### src/logic/rpo_pkg.sv
// constants shared by the receive parallel output port and its fifo
package rpo_pkg;

	// =========================================================
	// three-level select encoding
	localparam logic [1:0] RPO_TRI_LOW  = 2'h0;
	localparam logic [1:0] RPO_TRI_MID  = 2'h1;
	localparam logic [1:0] RPO_TRI_HIGH = 2'h2;

	// =========================================================
	// apb register map
	localparam int             RPO_ADDR_W    = 12;
	localparam logic [11:0]    RPO_CTRL_OFS  = 12'h000;
	localparam logic [11:0]    RPO_DIV_OFS   = 12'h004;
	localparam logic [11:0]    RPO_STAT_OFS  = 12'h008;

	// ctrl fields
	localparam int RPO_CTRL_DEC_LSB  = 0;
	localparam int RPO_CTRL_PAR_LSB  = 2;
	localparam int RPO_CTRL_SEL_LSB  = 4;
	localparam int RPO_CTRL_RXR_BIT  = 6;
	localparam int RPO_CTRL_REFR_BIT = 7;
	localparam logic [7:0] RPO_CTRL_RST = 8'h12;

	// div fields: recovered char period, reference half period (pclk cycles)
	localparam int RPO_DIV_REC_LSB = 0;
	localparam int RPO_DIV_REF_LSB = 8;
	localparam logic [15:0] RPO_DIV_RST = 16'h050a;

	// stat fields
	localparam int RPO_STAT_LVL_LSB  = 0;
	localparam int RPO_STAT_FULL_BIT = 4;
	localparam int RPO_STAT_UND_LSB  = 8;

	// =========================================================
	// character word carried through the fifo
	localparam int RPO_FIFO_DEPTH  = 8;
	localparam int RPO_CHAR_W      = 22;
	localparam int RPO_W_COMMA     = 0;
	localparam int RPO_W_ST_LSB    = 1;
	localparam int RPO_W_DEC_LSB   = 4;
	localparam int RPO_W_RAW_LSB   = 12;

	// output register reset: all zero data, odd parity bit set
	localparam logic [7:0] RPO_DATA_RST   = 8'h00;
	localparam logic [2:0] RPO_STATUS_RST = 3'h0;
	localparam logic       RPO_PAR_RST    = 1'b1;

endpackage

### src/logic/rpo_stream_if.sv
// valid/ready stream carrier between the port logic and its fifo
`timescale 1ns/1ps
interface rpo_stream_if #(
	parameter int W = 22
);
	logic         valid;
	logic         ready;
	logic [W-1:0] data;

	modport src (output valid, output data, input ready);
	modport snk (input valid, input data, output ready);
endinterface

### src/logic/rpo_rx_out_port.sv
// receive parallel output port: output register, char clock pair, apb config
//
// Implementation choices: the APB interface to the registers and the register addresses.
`timescale 1ns/1ps

// Contract
// - Data and status outputs change only right after an edge of the selected clock: a rising edge at full rate, either edge at half rate.
// - With the decoder on, the data outputs carry the decoded byte or special character.
// - With the decoder bypassed, the data outputs carry raw character bits nine down to two.
// - With the decoder bypassed, status bits one and zero carry raw character bits one and zero.
// - With the decoder bypassed, status bit two is high when the held character is a comma.
// - With the decoder on, all three status bits carry the character's encoded status.
// - With parity enabled, the parity output is valid for and timed with the data outputs.
// - With parity control low, the parity output driver is switched off.
// - With recovered clocking selected, outputs are timed to the true/complement clock pair.
// - The recovered clock runs continuously at character rate or half of it per rate select.
// - At full rate the host latches on the true rising edge; at half rate on both edges.
// - With reference clocking, the clock pair follows the reference and rate select is ignored.
// - A half-rate reference clock moves the outputs on both of its edges.
module rpo_rx_out_port import rpo_pkg::*; (
	// clock and reset
	input  wire logic        pclk,
	input  wire logic        presetn,
	// apb slave
	input  wire logic        psel,
	input  wire logic        penable,
	input  wire logic        pwrite,
	input  wire logic [11:0] paddr,
	input  wire logic [31:0] pwdata,
	output      logic [31:0] prdata,
	output      logic        pready,
	output      logic        pslverr,
	// characters from the framer/decoder
	input  wire logic        char_valid,
	output      logic        char_ready,
	input  wire logic [9:0]  char_raw,
	input  wire logic [7:0]  char_dec_data,
	input  wire logic [2:0]  char_dec_status,
	input  wire logic        char_comma,
	// host-facing outputs
	output      logic [7:0]  rx_data_out,
	output      logic [2:0]  rx_status_out,
	output      logic        rx_odd_parity_out,
	output      logic        rx_odd_parity_oe,
	output      logic        rx_char_clock_pair_true,
	output      logic        rx_char_clock_pair_comp
);

	// =========================================================
	// state
	typedef struct packed {
		logic [7:0]  ctrl;
		logic [15:0] div;
		logic [31:0] rdata;
		logic [7:0]  cnt;
		logic        phase;
		logic        phase_n;
		logic [7:0]  data;
		logic [2:0]  status;
		logic        parity;
		logic [7:0]  underruns;
		logic [7:0]  gap;
		logic        cfg_ok;
	} rpo_state_t;

	rpo_state_t st_q;
	rpo_state_t st_d;

	rpo_stream_if #(.W(RPO_CHAR_W)) fifo_push ();
	rpo_stream_if #(.W(RPO_CHAR_W)) fifo_pop ();
	logic [3:0] fifo_level;

	rpo_fifo #(
		.W     (RPO_CHAR_W),
		.DEPTH (RPO_FIFO_DEPTH)
	) u_rpo_fifo (
		.pclk    (pclk),
		.presetn (presetn),
		.push    (fifo_push),
		.pop     (fifo_pop),
		.level   (fifo_level)
	);

	// back-pressure reaches the decoder through char_ready
	assign fifo_push.valid = char_valid;
	assign fifo_push.data  = {char_raw, char_dec_data, char_dec_status, char_comma};
	assign char_ready      = fifo_push.ready;

	// =========================================================
	// configuration decode
	logic [1:0] dec_mode;
	logic [1:0] par_ctl;
	logic [1:0] clk_sel;
	logic       rx_rate;
	logic       ref_rate;
	logic [7:0] rec_period;
	logic [7:0] ref_half;
	logic       use_ref;
	logic       half_rate;
	logic [7:0] half_raw;
	logic [7:0] half_len;

	assign dec_mode   = st_q.ctrl[RPO_CTRL_DEC_LSB +: 2];
	assign par_ctl    = st_q.ctrl[RPO_CTRL_PAR_LSB +: 2];
	assign clk_sel    = st_q.ctrl[RPO_CTRL_SEL_LSB +: 2];
	assign rx_rate    = st_q.ctrl[RPO_CTRL_RXR_BIT];
	assign ref_rate   = st_q.ctrl[RPO_CTRL_REFR_BIT];
	assign rec_period = st_q.div[RPO_DIV_REC_LSB +: 8];
	assign ref_half   = st_q.div[RPO_DIV_REF_LSB +: 8];

	// high clock select is outside this block; it is served like mid
	assign use_ref   = (clk_sel == RPO_TRI_LOW);
	assign half_rate = use_ref ? ref_rate : rx_rate;
	always_comb begin
		if (use_ref) begin
			half_raw = ref_half;
		end else if (rx_rate) begin
			half_raw = rec_period;
		end else begin
			half_raw = {1'b0, rec_period[7:1]};
		end
	end
	// a zero divider would stop the clock, so it is held at one
	assign half_len = (half_raw == 8'h00) ? 8'h01 : half_raw;

	// =========================================================
	// clock divider and character events
	logic       tick;
	logic       char_evt;
	logic       ld;
	logic [21:0] ld_word;
	logic [7:0] nxt_data;
	logic [2:0] nxt_status;

	assign tick     = (st_q.cnt == 8'h00);
	// full rate: rising true edge only; half rate: every edge
	assign char_evt = tick & (half_rate | ~st_q.phase);
	assign fifo_pop.ready = char_evt;
	assign ld       = char_evt & fifo_pop.valid;
	assign ld_word  = fifo_pop.data;

	always_comb begin
		if (dec_mode == RPO_TRI_LOW) begin
			nxt_data   = ld_word[RPO_W_RAW_LSB+2 +: 8];
			nxt_status = {ld_word[RPO_W_COMMA], ld_word[RPO_W_RAW_LSB +: 2]};
		end else begin
			nxt_data   = ld_word[RPO_W_DEC_LSB +: 8];
			nxt_status = ld_word[RPO_W_ST_LSB +: 3];
		end
	end

	// =========================================================
	// apb slave: read data captured in setup, zero-wait access
	logic       apb_setup;
	logic       apb_wr;
	logic       hit_ctrl;
	logic       hit_div;
	logic       hit_stat;
	logic       cfg_wr;
	logic [31:0] rd_mux;

	assign hit_ctrl  = (paddr == RPO_CTRL_OFS);
	assign hit_div   = (paddr == RPO_DIV_OFS);
	assign hit_stat  = (paddr == RPO_STAT_OFS);
	assign apb_setup = psel & ~penable;
	assign apb_wr    = psel & penable & pwrite;
	assign cfg_wr    = apb_wr & (hit_ctrl | hit_div);
	assign pready    = psel & penable;
	assign pslverr   = psel & penable & ~(hit_ctrl | hit_div | hit_stat);
	assign prdata    = st_q.rdata;

	always_comb begin
		rd_mux = 32'h0000_0000;
		if (hit_ctrl) begin
			rd_mux[7:0] = st_q.ctrl;
		end else if (hit_div) begin
			rd_mux[15:0] = st_q.div;
		end else if (hit_stat) begin
			rd_mux[RPO_STAT_LVL_LSB +: 4]  = fifo_level;
			rd_mux[RPO_STAT_FULL_BIT]      = ~fifo_push.ready;
			rd_mux[RPO_STAT_UND_LSB +: 8]  = st_q.underruns;
		end
	end

	// =========================================================
	// next state
	always_comb begin
		st_d = st_q;
		if (apb_setup) begin
			st_d.rdata = rd_mux;
		end
		if (apb_wr && hit_ctrl) begin
			st_d.ctrl = pwdata[7:0];
		end
		if (apb_wr && hit_div) begin
			st_d.div = pwdata[15:0];
		end
		st_d.cnt = tick ? (half_len - 8'h01) : (st_q.cnt - 8'h01);
		if (tick) begin
			st_d.phase   = ~st_q.phase;
			st_d.phase_n = st_q.phase;
		end
		if (ld) begin
			st_d.data   = nxt_data;
			st_d.status = nxt_status;
			st_d.parity = ~^nxt_data;
		end else if (char_evt && st_q.underruns != 8'hff) begin
			// no character ready: outputs hold, the miss is counted
			st_d.underruns = st_q.underruns + 8'h01;
		end
		st_d.gap    = tick ? 8'h00 : ((st_q.gap == 8'hff) ? st_q.gap : st_q.gap + 8'h01);
		st_d.cfg_ok = tick ? ~cfg_wr : (st_q.cfg_ok & ~cfg_wr);
	end

	always_ff @(posedge pclk or negedge presetn) begin
		if (!presetn) begin
			st_q         <= '0;
			st_q.ctrl    <= RPO_CTRL_RST;
			st_q.div     <= RPO_DIV_RST;
			st_q.phase_n <= 1'b1;
			st_q.data    <= RPO_DATA_RST;
			st_q.status  <= RPO_STATUS_RST;
			st_q.parity  <= RPO_PAR_RST;
		end else begin
			st_q <= st_d;
		end
	end

	// =========================================================
	// outputs
	assign rx_data_out             = st_q.data;
	assign rx_status_out           = st_q.status;
	assign rx_odd_parity_out       = st_q.parity;
	assign rx_odd_parity_oe        = (par_ctl != RPO_TRI_LOW);
	assign rx_char_clock_pair_true = st_q.phase;
	assign rx_char_clock_pair_comp = st_q.phase_n;
endmodule

### src/logic/rpo_fifo.sv
// flip-flop fifo with valid/ready on both sides
`timescale 1ns/1ps
module rpo_fifo #(
	parameter int W     = 22,
	parameter int DEPTH = 8
) (
	// clock and reset
	input  wire logic             pclk,
	input  wire logic             presetn,
	// streams
	rpo_stream_if.snk             push,
	rpo_stream_if.src             pop,
	// fill level
	output      logic [$clog2(DEPTH):0] level
);
	localparam int AW = $clog2(DEPTH);

	typedef struct packed {
		logic [DEPTH-1:0][W-1:0] mem;
		logic [AW-1:0]           wp;
		logic [AW-1:0]           rp;
		logic [AW:0]             cnt;
	} rpo_fifo_st_t;

	rpo_fifo_st_t st_q;
	rpo_fifo_st_t st_d;
	logic         do_push;
	logic         do_pop;

	assign push.ready = (st_q.cnt != (AW+1)'(DEPTH));
	assign pop.valid  = (st_q.cnt != '0);
	assign pop.data   = st_q.mem[st_q.rp];
	assign level      = st_q.cnt;
	assign do_push    = push.valid & push.ready;
	assign do_pop     = pop.valid & pop.ready;

	always_comb begin
		st_d = st_q;
		if (do_push) begin
			st_d.mem[st_q.wp] = push.data;
			st_d.wp           = st_q.wp + 1'b1;
		end
		if (do_pop) begin
			st_d.rp = st_q.rp + 1'b1;
		end
		if (do_push && !do_pop) begin
			st_d.cnt = st_q.cnt + 1'b1;
		end else if (!do_push && do_pop) begin
			st_d.cnt = st_q.cnt - 1'b1;
		end
	end

	always_ff @(posedge pclk or negedge presetn) begin
		if (!presetn) begin
			st_q <= '0;
		end else begin
			st_q <= st_d;
		end
	end
endmodule

### config.mk
export PLATFORM = sky130hd
export DESIGN_NAME = rpo_rx_out_port
export DESIGN_NICKNAME = d
export VERILOG_FILES = /design/src/logic/rpo_pkg.sv /design/src/logic/rpo_stream_if.sv /design/src/logic/rpo_rx_out_port.sv /design/src/logic/rpo_fifo.sv
export SDC_FILE = /design/constraint.sdc
export NUM_CORES = 1
export LEC_CHECK = 0
export ABC_AREA = 1
export ABC_CLOCK_PERIOD_IN_PS = 2400
export BUFFER_PORTS_ARGS = -buffer_cell sky130_fd_sc_hd__buf_2
export CAP_MARGIN = 15
export CELL_PAD_IN_SITES_DETAIL_PLACEMENT = 0
export CELL_PAD_IN_SITES_GLOBAL_PLACEMENT = 2
export CORE_AREA = 10 10 168 287
export CTS_CLUSTER_DIAMETER = 40
export DETAILED_ROUTE_END_ITERATION = 10
export DIE_AREA = 0 0 178 297
export GPL_ROUTABILITY_DRIVEN = 0
export GPL_TIMING_DRIVEN = 0
export PLACE_DENSITY_LB_ADDON = 0.1
export SLEW_MARGIN = 20
export SYNTH_ARGS = -nofsm -noshare
export SYNTH_HDL_FRONTEND = slang
export SYNTH_HIERARCHICAL = 1
export SYNTH_SLANG_ARGS = --single-unit
export TNS_END_PERCENT = 50
### constraint.sdc
create_clock -name pclk -period 2.4 [get_ports pclk]
set_clock_uncertainty 0.1 [all_clocks]
set_input_delay 0.12 -clock pclk [delete_from_list [all_inputs] [get_ports pclk]]
set_output_delay 0.12 -clock pclk [all_outputs]
set_load 0.05 [all_outputs]
* Yosys cells after proc, flatten, opt, wreduce, memory -nomap -nowiden
Cells that the tools add are included.
** Word-level totals
- Word-level logic and storage cells :: 89
- Output and inout bits :: 50
- Input bits :: 72
- Register bits :: 256
** Operators by class
- Reductions and logical operators :: 18
- Add/subtract/negate cells :: 7
- Equal/unequal tests :: 4
- Magnitude comparators :: 3
- Muxes and demuxes :: 21
- Bitwise logic cells :: 15
** Operators with widths (count)
- 176-bit bitwise mux :: 1
- 8-bit 2-to-1 mux :: 9
- 22-bit binary-select mux with 3-bit select :: 1
- 22-bit demux with 3-bit select :: 1
- 22-bit 2-to-1 mux :: 2
- 8-bit logical NOT :: 2
- 8-bit by 1-bit subtractor with 8-bit output, second input constant :: 2
- 12-bit by 3-bit equality test with 1-bit output, second input constant :: 1
- 12-bit by 4-bit equality test with 1-bit output, second input constant :: 1
- 12-bit logical NOT :: 1
- 5-bit 2-to-1 mux :: 2
- 8-bit by 1-bit adder with 8-bit output, second input constant :: 1
- 3-bit by 4-bit < comparator with 1-bit output, second input constant :: 2
- 4-bit 2-to-1 mux :: 2
- 8-bit inequality test, second input constant :: 1
- 8-bit XNOR reduction :: 1
- 1-bit bitwise AND :: 7
- 3-bit by 1-bit adder with 3-bit output, second input constant :: 2
- 1-bit logical AND :: 6
- 3-bit 2-to-1 mux :: 2
- 1-bit NOT :: 5
- 4-bit by 1-bit adder with 4-bit output, second input constant :: 1
- 2-bit logical NOT :: 2
- 4-bit inequality test, second input constant :: 1
- 8 further kinds :: 12

* Longest topological paths before layout
Gate-level depths: netlist of run 1.
- Depth after elaboration :: 8
- Gate-level depth with buffers :: 18
- Mapped depth without buffers :: 16

* By module
The synthesis of run 1 kept the hierarchy.
** Modules (own cells, without submodules)
- rpo_fifo :: cells each 1298, area each 9589.2 µm², instances 1, sequential area each 4654.5 µm²
- rpo_rx_out_port :: cells each 542, area each 4095.2 µm², instances 1, sequential area each 1761.7 µm²

* Worst setup path after synthesis of run 1
Ideal clock, no wire load.
- Path kind :: register to register
- Start point :: register st_q, in the netlist rx_char_clock_pair_true
- End point :: register u_rpo_fifo.st_q, in the netlist u_rpo_fifo/level[3]
- Buffers on the path :: 0
- Data arrival time :: 2.200 ns
- Library setup time :: 0.117 ns
- Period minus slack after synthesis :: 2.418 ns
- Setup slack :: -0.018 ns
- Stages on the path, launching flop included :: 13
- Data required time :: 2.183 ns
- Cell sequence :: dfrtp_1 -> o211ai_2 -> nand2_4 -> inv_1 -> nand2_1 -> ha_1 -> inv_1 -> ha_1 -> or2_2 -> nand2_1 -> nand2_1 -> nand3_1 -> nand2_1
** Between the ends
- Cells in the longest elaborated chain, start to end :: 7
- Elaborated cells on any way between the ends :: 9
- Classes of those cells :: mux (1); bitwise (4); reduce/logical (4)
** Ends and longest elaborated chain
- start, declared :: RTL line rpo_rx_out_port.sv:66 : rpo_state_t st_q;
- start signal, assigned :: RTL line rpo_rx_out_port.sv:225 : st_q <= st_d;
- 1-bit NOT (*) :: RTL line rpo_rx_out_port.sv:137 : assign char_evt = tick & (half_rate | ~st_q.phase);
- 1-bit OR (*) :: RTL line rpo_rx_out_port.sv:137
- 1-bit bitwise AND (*) :: RTL line rpo_rx_out_port.sv:137
- named net char_evt :: RTL line rpo_rx_out_port.sv:129 : logic char_evt;
- 1-bit bitwise AND (*) :: RTL line rpo_fifo.sv:35 : assign do_pop = pop.valid & pop.ready;
- 1-bit logical NOT :: RTL line rpo_fifo.sv:46 : if (do_push && !do_pop) begin
- 1-bit logical AND :: RTL line rpo_fifo.sv:46
- 4-bit 2-to-1 mux / 2-bit nonzero test (equally long branches)
- end signal, assigned :: RTL line rpo_fifo.sv:57 : st_q <= st_d;
- end, declared :: RTL line rpo_fifo.sv:25 : rpo_fifo_st_t st_q;
Mark *: on every way through the listed nets, which the timed path passes. The rest lies on a longest branch.
A chain may end at the register's enable or synchronous reset.

* Final worst setup path of run 1
- Start point :: register u_rpo_fifo/st_q[5] (netlist bit)
- End point :: register st_q, in the netlist rx_odd_parity_out
** Between the ends
- Cells in the longest elaborated chain, start to end :: 4
** Ends and longest elaborated chain
- 22-bit binary-select mux with 3-bit select :: RTL line rpo_fifo.sv:32 : assign pop.data = st_q.mem[st_q.rp];
- 22-bit 2-to-1 mux (not written as such) :: RTL line rpo_fifo.sv:32
- named net fifo_pop.data[8] :: RTL line rpo_stream_if.sv:8 : logic [W-1:0] data;
- 8-bit 2-to-1 mux :: RTL line rpo_rx_out_port.sv:143 : if (dec_mode == RPO_TRI_LOW) begin
- 8-bit XNOR reduction :: RTL line rpo_rx_out_port.sv:206 : st_d.parity = ~^nxt_data;
The timed path passes the listed nets, and every way through them passes these cells. The select of a mux whose other input is x is not followed.

==> results of run 1 <==
## layer usage
metal | share of wire | vias up
met5 | 0 | -
met4 | 0.045 | 0
met3 | 0.032 | 99
met2 | 0.57 | 247
met1 | 0.35 | 5903
li1 | - | 6349
## report_power, final
| group | internal [uW] | total [uW] | switching, uW |
|---|---|---|---|
| registers | 5730 | 6530 | 795 |
| clock network | 4040 | 6290 | 2250 |
| logic | 1870 | 5380 | 3510 |
## state kept, by name (all words and copies together), names as in the netlist
signal / flops
ref_half: 8
ref_rate: 1
dec_mode: 2
par_ctl: 2
u_rpo_fifo/st_q: 182
rx_rate: 1
rec_period: 8
clk_sel: 2
rx_odd_parity_out: 1
rx_data_out: 8
st_q: 16
u_rpo_fifo/level: 4
rx_char_clock_pair_true: 1
rx_char_clock_pair_comp: 1
rx_status_out: 3
prdata: 16
## cell type report
type / instances / area [um2] / area share
inverters: 69 / 285 / 0.0162
repair inverters: 1 / 8.76 / 0.000497
clock inverters: 26 / 403 / 0.0229
plain buffers: 187 / 1210 / 0.0686
multi-input cells: 1342 / 6380 / 0.362
flip-flops and latches: 256 / 6420 / 0.364
repair buffers: 146 / 1190 / 0.0678
well taps: 566 / 708 / 0.0402
clock buffers: 43 / 1010 / 0.0574
## worst min-delay path by stage
| stage | to | cells after the start | from | slack (ps) |
|---|---|---|---|---|
| 2_1_floorplan | clk_sel[1] | 0 | presetn | -280 |
| 3_3_place_gp | ref_half[7] | 3 | pwdata[15] | 290 |
| 3_5_place_dp | st_q[37] | 1 | presetn | -10 |
| 4_1_cts | prdata[5] | 6 | paddr[0] | 0.4 |
| 5_1_grt | st_q[36] | 2 | presetn | 40 |
| 6_report | st_q[37] | 2 | presetn | 10 |
## timing repair
item,in CTS,in global routing
gates cloned,0,7
endpoints found under the setup margin,17,5
buffers inserted,9,14
endpoints found under the hold margin,397,0
hold buffers,47,0
pin swaps,14,44
gates resized for setup,99,130
## logic make-up after synthesis
group / count (synthesis) / synth area share
simple gates: 1126 / 0.353
buf+inv: 257 / 0.0910
flops: 256 / 0.469
compound gates: 171 / 0.0652
xor+xnor: 21 / 0.0134
fa+ha+maj: 8 / 0.00786
other cells: 1 / 0.000274
## placed cells by master (no fill, tap or decap), types with 28 or more instances in the layout
cell and count:
inv_1 57, nand4_1 178, clkbuf_2 28, buf_2 98
clkbuf_16 45, o21ai_0 78, nor2_1 88, buf_4 72
dfrtp_1 243, nand2_2 34, o21ai_2 30, dlygate4sd3_1 47
nand2_1 766, clkbuf_1 49
## critical path: cells and delay by family (launching register included)
family | cells | cell delay (ps)
buffers and inverters | 5 | 600
xor gates and xnor gates | 1 | 160
and+or+nand+nor | 8 | 700
DFF | 1 | 400
AOI/OAI and AO/OA | 3 | 330
## stage by stage
step	power, uW	hold slack [ps]
after floorplan	9820	-276
after global placement	11400	291
after detailed placement	11600	-14.4
after CTS	18200	0.368
after global routing	19400	39.3
final	18200	11.7
==> reports/qor.txt, run 1 <==
Crit-path cells: buf_6 -> clkinvlp_4 -> buf_6 -> buf_4 -> o21ai_1 -> o21ai_2 -> nand2_1 -> nand2_2 -> o21ai_2 -> nand2_2 -> inv_2 -> nand2_2 -> nand2_4 -> xor2_1 -> nand2_1 -> nand3_2 -> nand2_1
First-pass GRT wire length: 81100 um
Number of flops mapped to enable cells by yosys: 0
Async SR Flop Fraction: 1.00
Die area: 52900 um2
Post-layout utilization of the core: 0.407
Number of max-slew violations in the final report: 0
Worst setup startpoint: u_rpo_fifo/st_q[5]
Row count: 101
Crit path DAT: 2710 ps
Seq/Total Area, Yosys: 0.469
Setup violations, final: 0
Slowest cell on crit path: dfrtp_1
Fraction of layout cells with a size suffix above 1: 0.204
Largest net degree at the start of global routing: 85
N_diodes: 0
CTS Sinks: 256
Most frequent cells after synthesis: nand2_1 (795), dfrtp_1 (248), nand4_1 (178)
Cells after Synth: 1840
Distinct cell type count after synthesis: 38
Die Y-Extent: 297 um
Clock tree buffer depth: 3
#FFs+latches synth: 256
Root Driver: clkbuf_16
Tcrit/Tclk final: 0.974
Post-route cell area: 17600 um2
Top post-synthesis cells by area: dfrtp_1 (45%), nand2_1 (22%), nand4_1 (8.1%)
Initial antenna violation count: 0
FF-to-FF End: rx_odd_parity_out
DP Area: 14900 um2
# DRC: 0
Most common cell in the netlist: nand2_1
Max-cap viol count: 0
Via count: 12600
Total track usage: 0.201
GRT met3 Usage: 0.0250
Final cell count without fillers: 2636
Mapped Avg Cell Area: 7.44 um2
Final nets: 2122
Hpwl dp: 41100 um
Insertion delay of the later-clocked pin in the worst-skew pair: 540 ps
Reg2Reg Setup Slack: 60 ps
RSZ-0062 raised after global routing: yes
Critical path class: register to register
Hold crit path type: primary input to async pin
Actual slew at the worst max-slew pin: 801 ps
Vias/cell: 4.78
Status: finished, final reports clean
Crit. End Element: register
Critical R2R Launch: u_rpo_fifo/st_q[5]
Number of CTS-inserted buffers: 39
Met1 Use GR: 0.198
VDD IR max: 517 uV
Final setup margin: 63.0 ps
CP max FO: 5
Clock transition at the registers of the reported paths: 60 ps
Setup TNS: 0 ps
Area delta synth->final: 28.8%
Maximum clock rate: 0.428 GHz
Synth area leader: dfrtp_1
PwrDens: 1030 nW/um2
Io pins: 122
I/O Buffers: 67
Crit start category: register
Width of the die: 178 um
Static leakage: 0.00894 uW
Number of antenna-violating nets in the routed design: 0
Grt total ovfl: 0
Starting Density: 0.316
Yosys top cell area share: 0.454
Setup crit end: rx_odd_parity_out
Primary FF master, synth: dfrtp_1
Dpl cells: 2491
Htree depth: 2
Met2 GRT Util: 0.400
Fillers: 4549
Slew margin rel.: 0.466
Drt first pass iters: 5
Core box area: 43300 um2
Worst path required time: 2780 ps
Post-Place Worst Slack: -1060 ps
Iter 0 DRT Violations: 720
Drt total wl: 53400 um
Worst reg2reg path depth: 17
Final Critical Period: 2340 ps
Fin. Hold Viols: 0
Wire per inst: 20.3 um
Vias in the first global route: 13200
CTS tree: built
Cell area after synthesis: 13700 um2
CP max stage delay: 400 ps
YS warnings: 6
GRT busiest layer: met2
Note: power is estimated with default switching activity, not from simulation.
==> run 2: changes to the inputs <==
--- a/config.mk
+++ b/config.mk
@@ -6,15 +6,15 @@
 export NUM_CORES = 1
 export LEC_CHECK = 0
 export ABC_AREA = 1
-export ABC_CLOCK_PERIOD_IN_PS = 2400
+export ABC_CLOCK_PERIOD_IN_PS = 1890
 export BUFFER_PORTS_ARGS = -buffer_cell sky130_fd_sc_hd__buf_2
 export CAP_MARGIN = 15
 export CELL_PAD_IN_SITES_DETAIL_PLACEMENT = 0
 export CELL_PAD_IN_SITES_GLOBAL_PLACEMENT = 2
-export CORE_AREA = 10 10 168 287
+export CORE_AREA = 2 2 160 279
 export CTS_CLUSTER_DIAMETER = 40
 export DETAILED_ROUTE_END_ITERATION = 10
-export DIE_AREA = 0 0 178 297
+export DIE_AREA = 0 0 162 281
 export GPL_ROUTABILITY_DRIVEN = 0
 export GPL_TIMING_DRIVEN = 0
 export PLACE_DENSITY_LB_ADDON = 0.1
==> constraint.sdc (replaced) <==
create_clock -name pclk -period 1.89 [get_ports pclk]
set_clock_uncertainty 0.1 [all_clocks]
set_input_delay 0.0945 -clock pclk [delete_from_list [all_inputs] [get_ports pclk]]
set_output_delay 0.0945 -clock pclk [all_outputs]
set_load 0.05 [all_outputs]
==> run 2 against run 1 <==
The run now ends with negative setup slack left. Register-to-register slack got worse by 500 ps. Combinational power rose by 36%. Core utilization rose by 1.6 points. Via count rose by 5.4%.
==> reports/qor.txt, run 2 (synthesis results as in run 1) <==
Clock tree buffer depth: 3
Top Layer Used: met4
Commonest non-fill, non-tap cell in the layout: nand2_1
Buf/Inv on CP: 3
Drt total wl: 56400 um
Grt total ovfl: 0
Number of antenna-violating nets in the routed design: 0
Vias/cell: 5.00
Insertion delay of the later-clocked pin in the worst-skew pair: 550 ps
Io pins: 122
Largest net degree at the start of global routing: 88
Width of the die: 162 um
Setup crit end: rx_odd_parity_out
CP max stage delay: 420 ps
Root Driver: clkbuf_16
PwrDens: 1300 nW/um2
I/O Buffers: 67
Htree depth: 2
Worst path required time: 2260 ps
Die Y-Extent: 281 um
Via count: 13300
# DRC: 0
Area delta synth->final: 33.3%
Max-cap viol count: 0
Die area: 45500 um2
Setup violations, final: 21
Number of max-slew violations in the final report: 0
VDD IR max: 818 uV
CP Depth: 17
Row count: 101
Static leakage: 0.00922 uW
Hold crit path type: primary input to register
Worst setup startpoint: u_rpo_fifo/st_q[4]
First-pass GRT wire length: 84900 um
FF-to-FF End: rx_odd_parity_out
Actual slew at the worst max-slew pin: 804 ps
Post-route cell area: 18200 um2
Slowest cell on crit path: dfrtp_1
Core box area: 43200 um2
Reg2Reg Setup Slack: -430 ps
Crit path DAT: 2690 ps
Met1 WL: 19800 um
Number of CTS-inserted buffers: 40
Total power: 23700 uW
Metal2 WL: 31900 um
Total track usage: 0.251
Status: finished, violations left
Failing checks: negative setup slack
Number of flip-flops in the largest register: 182
Maximum clock rate: 0.430 GHz
Most flop-heavy register: u_rpo_fifo/st_q
Fillers: 4636
Post-Place Worst Slack: -1360 ps
Drt first pass iters: 5
Footprint of the multi-input gates: 6710 um2
Initial antenna violation count: 0
N_diodes: 0
CTS tree: built
Iter 0 DRT Violations: 743
Commonest cells after routing, fill and taps aside: nand2_1 (740), dfrtp_1 (242), nand4_1 (178)
Clock transition at the registers of the reported paths: 60 ps
Hpwl dp: 41500 um
Critical path class: register to register
Slew margin rel.: 0.464
Worst reg2reg path depth: 17
Final setup margin: -433 ps
Vias in the first global route: 13600
Fraction of layout cells with a size suffix above 1: 0.260
DP Area: 14900 um2
Top delay family on crit path: simple AND/OR/NAND/NOR gates
Post-layout utilization of the core: 0.422
RSZ-0062 raised after global routing: yes
Final Critical Period: 2320 ps
Crit-path cells: buf_12 -> buf_12 -> buf_12 -> nand2_1 -> nand2_1 -> nand2_2 -> o21ai_2 -> nand2_1 -> nand2_2 -> o21bai_4 -> nand2_2 -> nand2_2 -> nand2_2 -> xor2_1 -> nand2_1 -> nand3_2 -> nand2_1
WL met3: 1550 um
Final nets: 2140
Sequential Area: 6420 um2
Tcrit/Tclk final: 1.23
Crit start category: register
Crit. End Element: register
Fin. Hold Viols: 0
CTS Sinks: 256
Starting Density: 0.317
Setup TNS: -3120 ps
CP max FO: 10
Critical R2R Launch: u_rpo_fifo/st_q[4]
Wire per inst: 21.2 um
==> run 2: worst min-delay path by stage <==
stage | from | to | slack [ps] | cells after the start
2_1_floorplan | presetn | clk_sel[1] | -300 | 0
3_3_place_gp | pwdata[15] | ref_half[7] | 260 | 3
3_5_place_dp | presetn | u_rpo_fifo/level[0] | -100 | 1
4_1_cts | char_valid | u_rpo_fifo/st_q[164] | 2 | 4
5_1_grt | presetn | u_rpo_fifo/st_q[65] | 40 | 3
6_report | paddr[0] | prdata[3] | 20 | 6
==> run 2: what timing repair did <==
item,in CTS,in global routing
setup endpoints to repair,152,150
cloned,3,0
hold buffers,48,1
setup buffers,33,12
resized for setup,261,133
pin swaps,77,83
endpoints found under the hold margin,364,2
==> run 2: routing by layer <==
layer | vias up | track usage
met5 | - | 0
met4 | 0 | 0.127
met3 | 113 | 0.0233
met2 | 287 | 0.500
met1 | 6490 | 0.255
li1 | 6383 | -
==> run 2: metrics by stage <==
| step | std cells | hold WS (ps) |
|---|---|---|
| global placement | 2488 | 258 |
| detailed placement | 2491 | -102 |
| floorplan | 1855 | -301 |
| finish | 2657 | 22.9 |
| CTS | 2646 | 2.38 |
| global route | 2657 | 36.5 |
==> run 2: final cells by class <==
type,instances,area share
buffer,186,0.0721
clock inverter,25,0.0180
multi-input combinational,1342,0.368
tap,566,0.0388
clock buffer,48,0.0599
timing repair buffer,165,0.0752
sequential,256,0.352
inverter,69,0.0161
==> run 2: power breakdown <==
group	total [uW]	switching (uW)	internal (uW)
Combinational	7310	4670	2640
Clock	7930	2920	5010
Sequential	8420	1140	7290
==> run 2: worst reg2reg max path: cells and delay by family (launching register included) <==
family	cells	cell delay, ps
flip-flops	1	420
XOR/XNOR	1	170
AND/OR/NAND/NOR	11	840
buffers and inverters	3	470
AO/OA/AOI/OAI	2	270
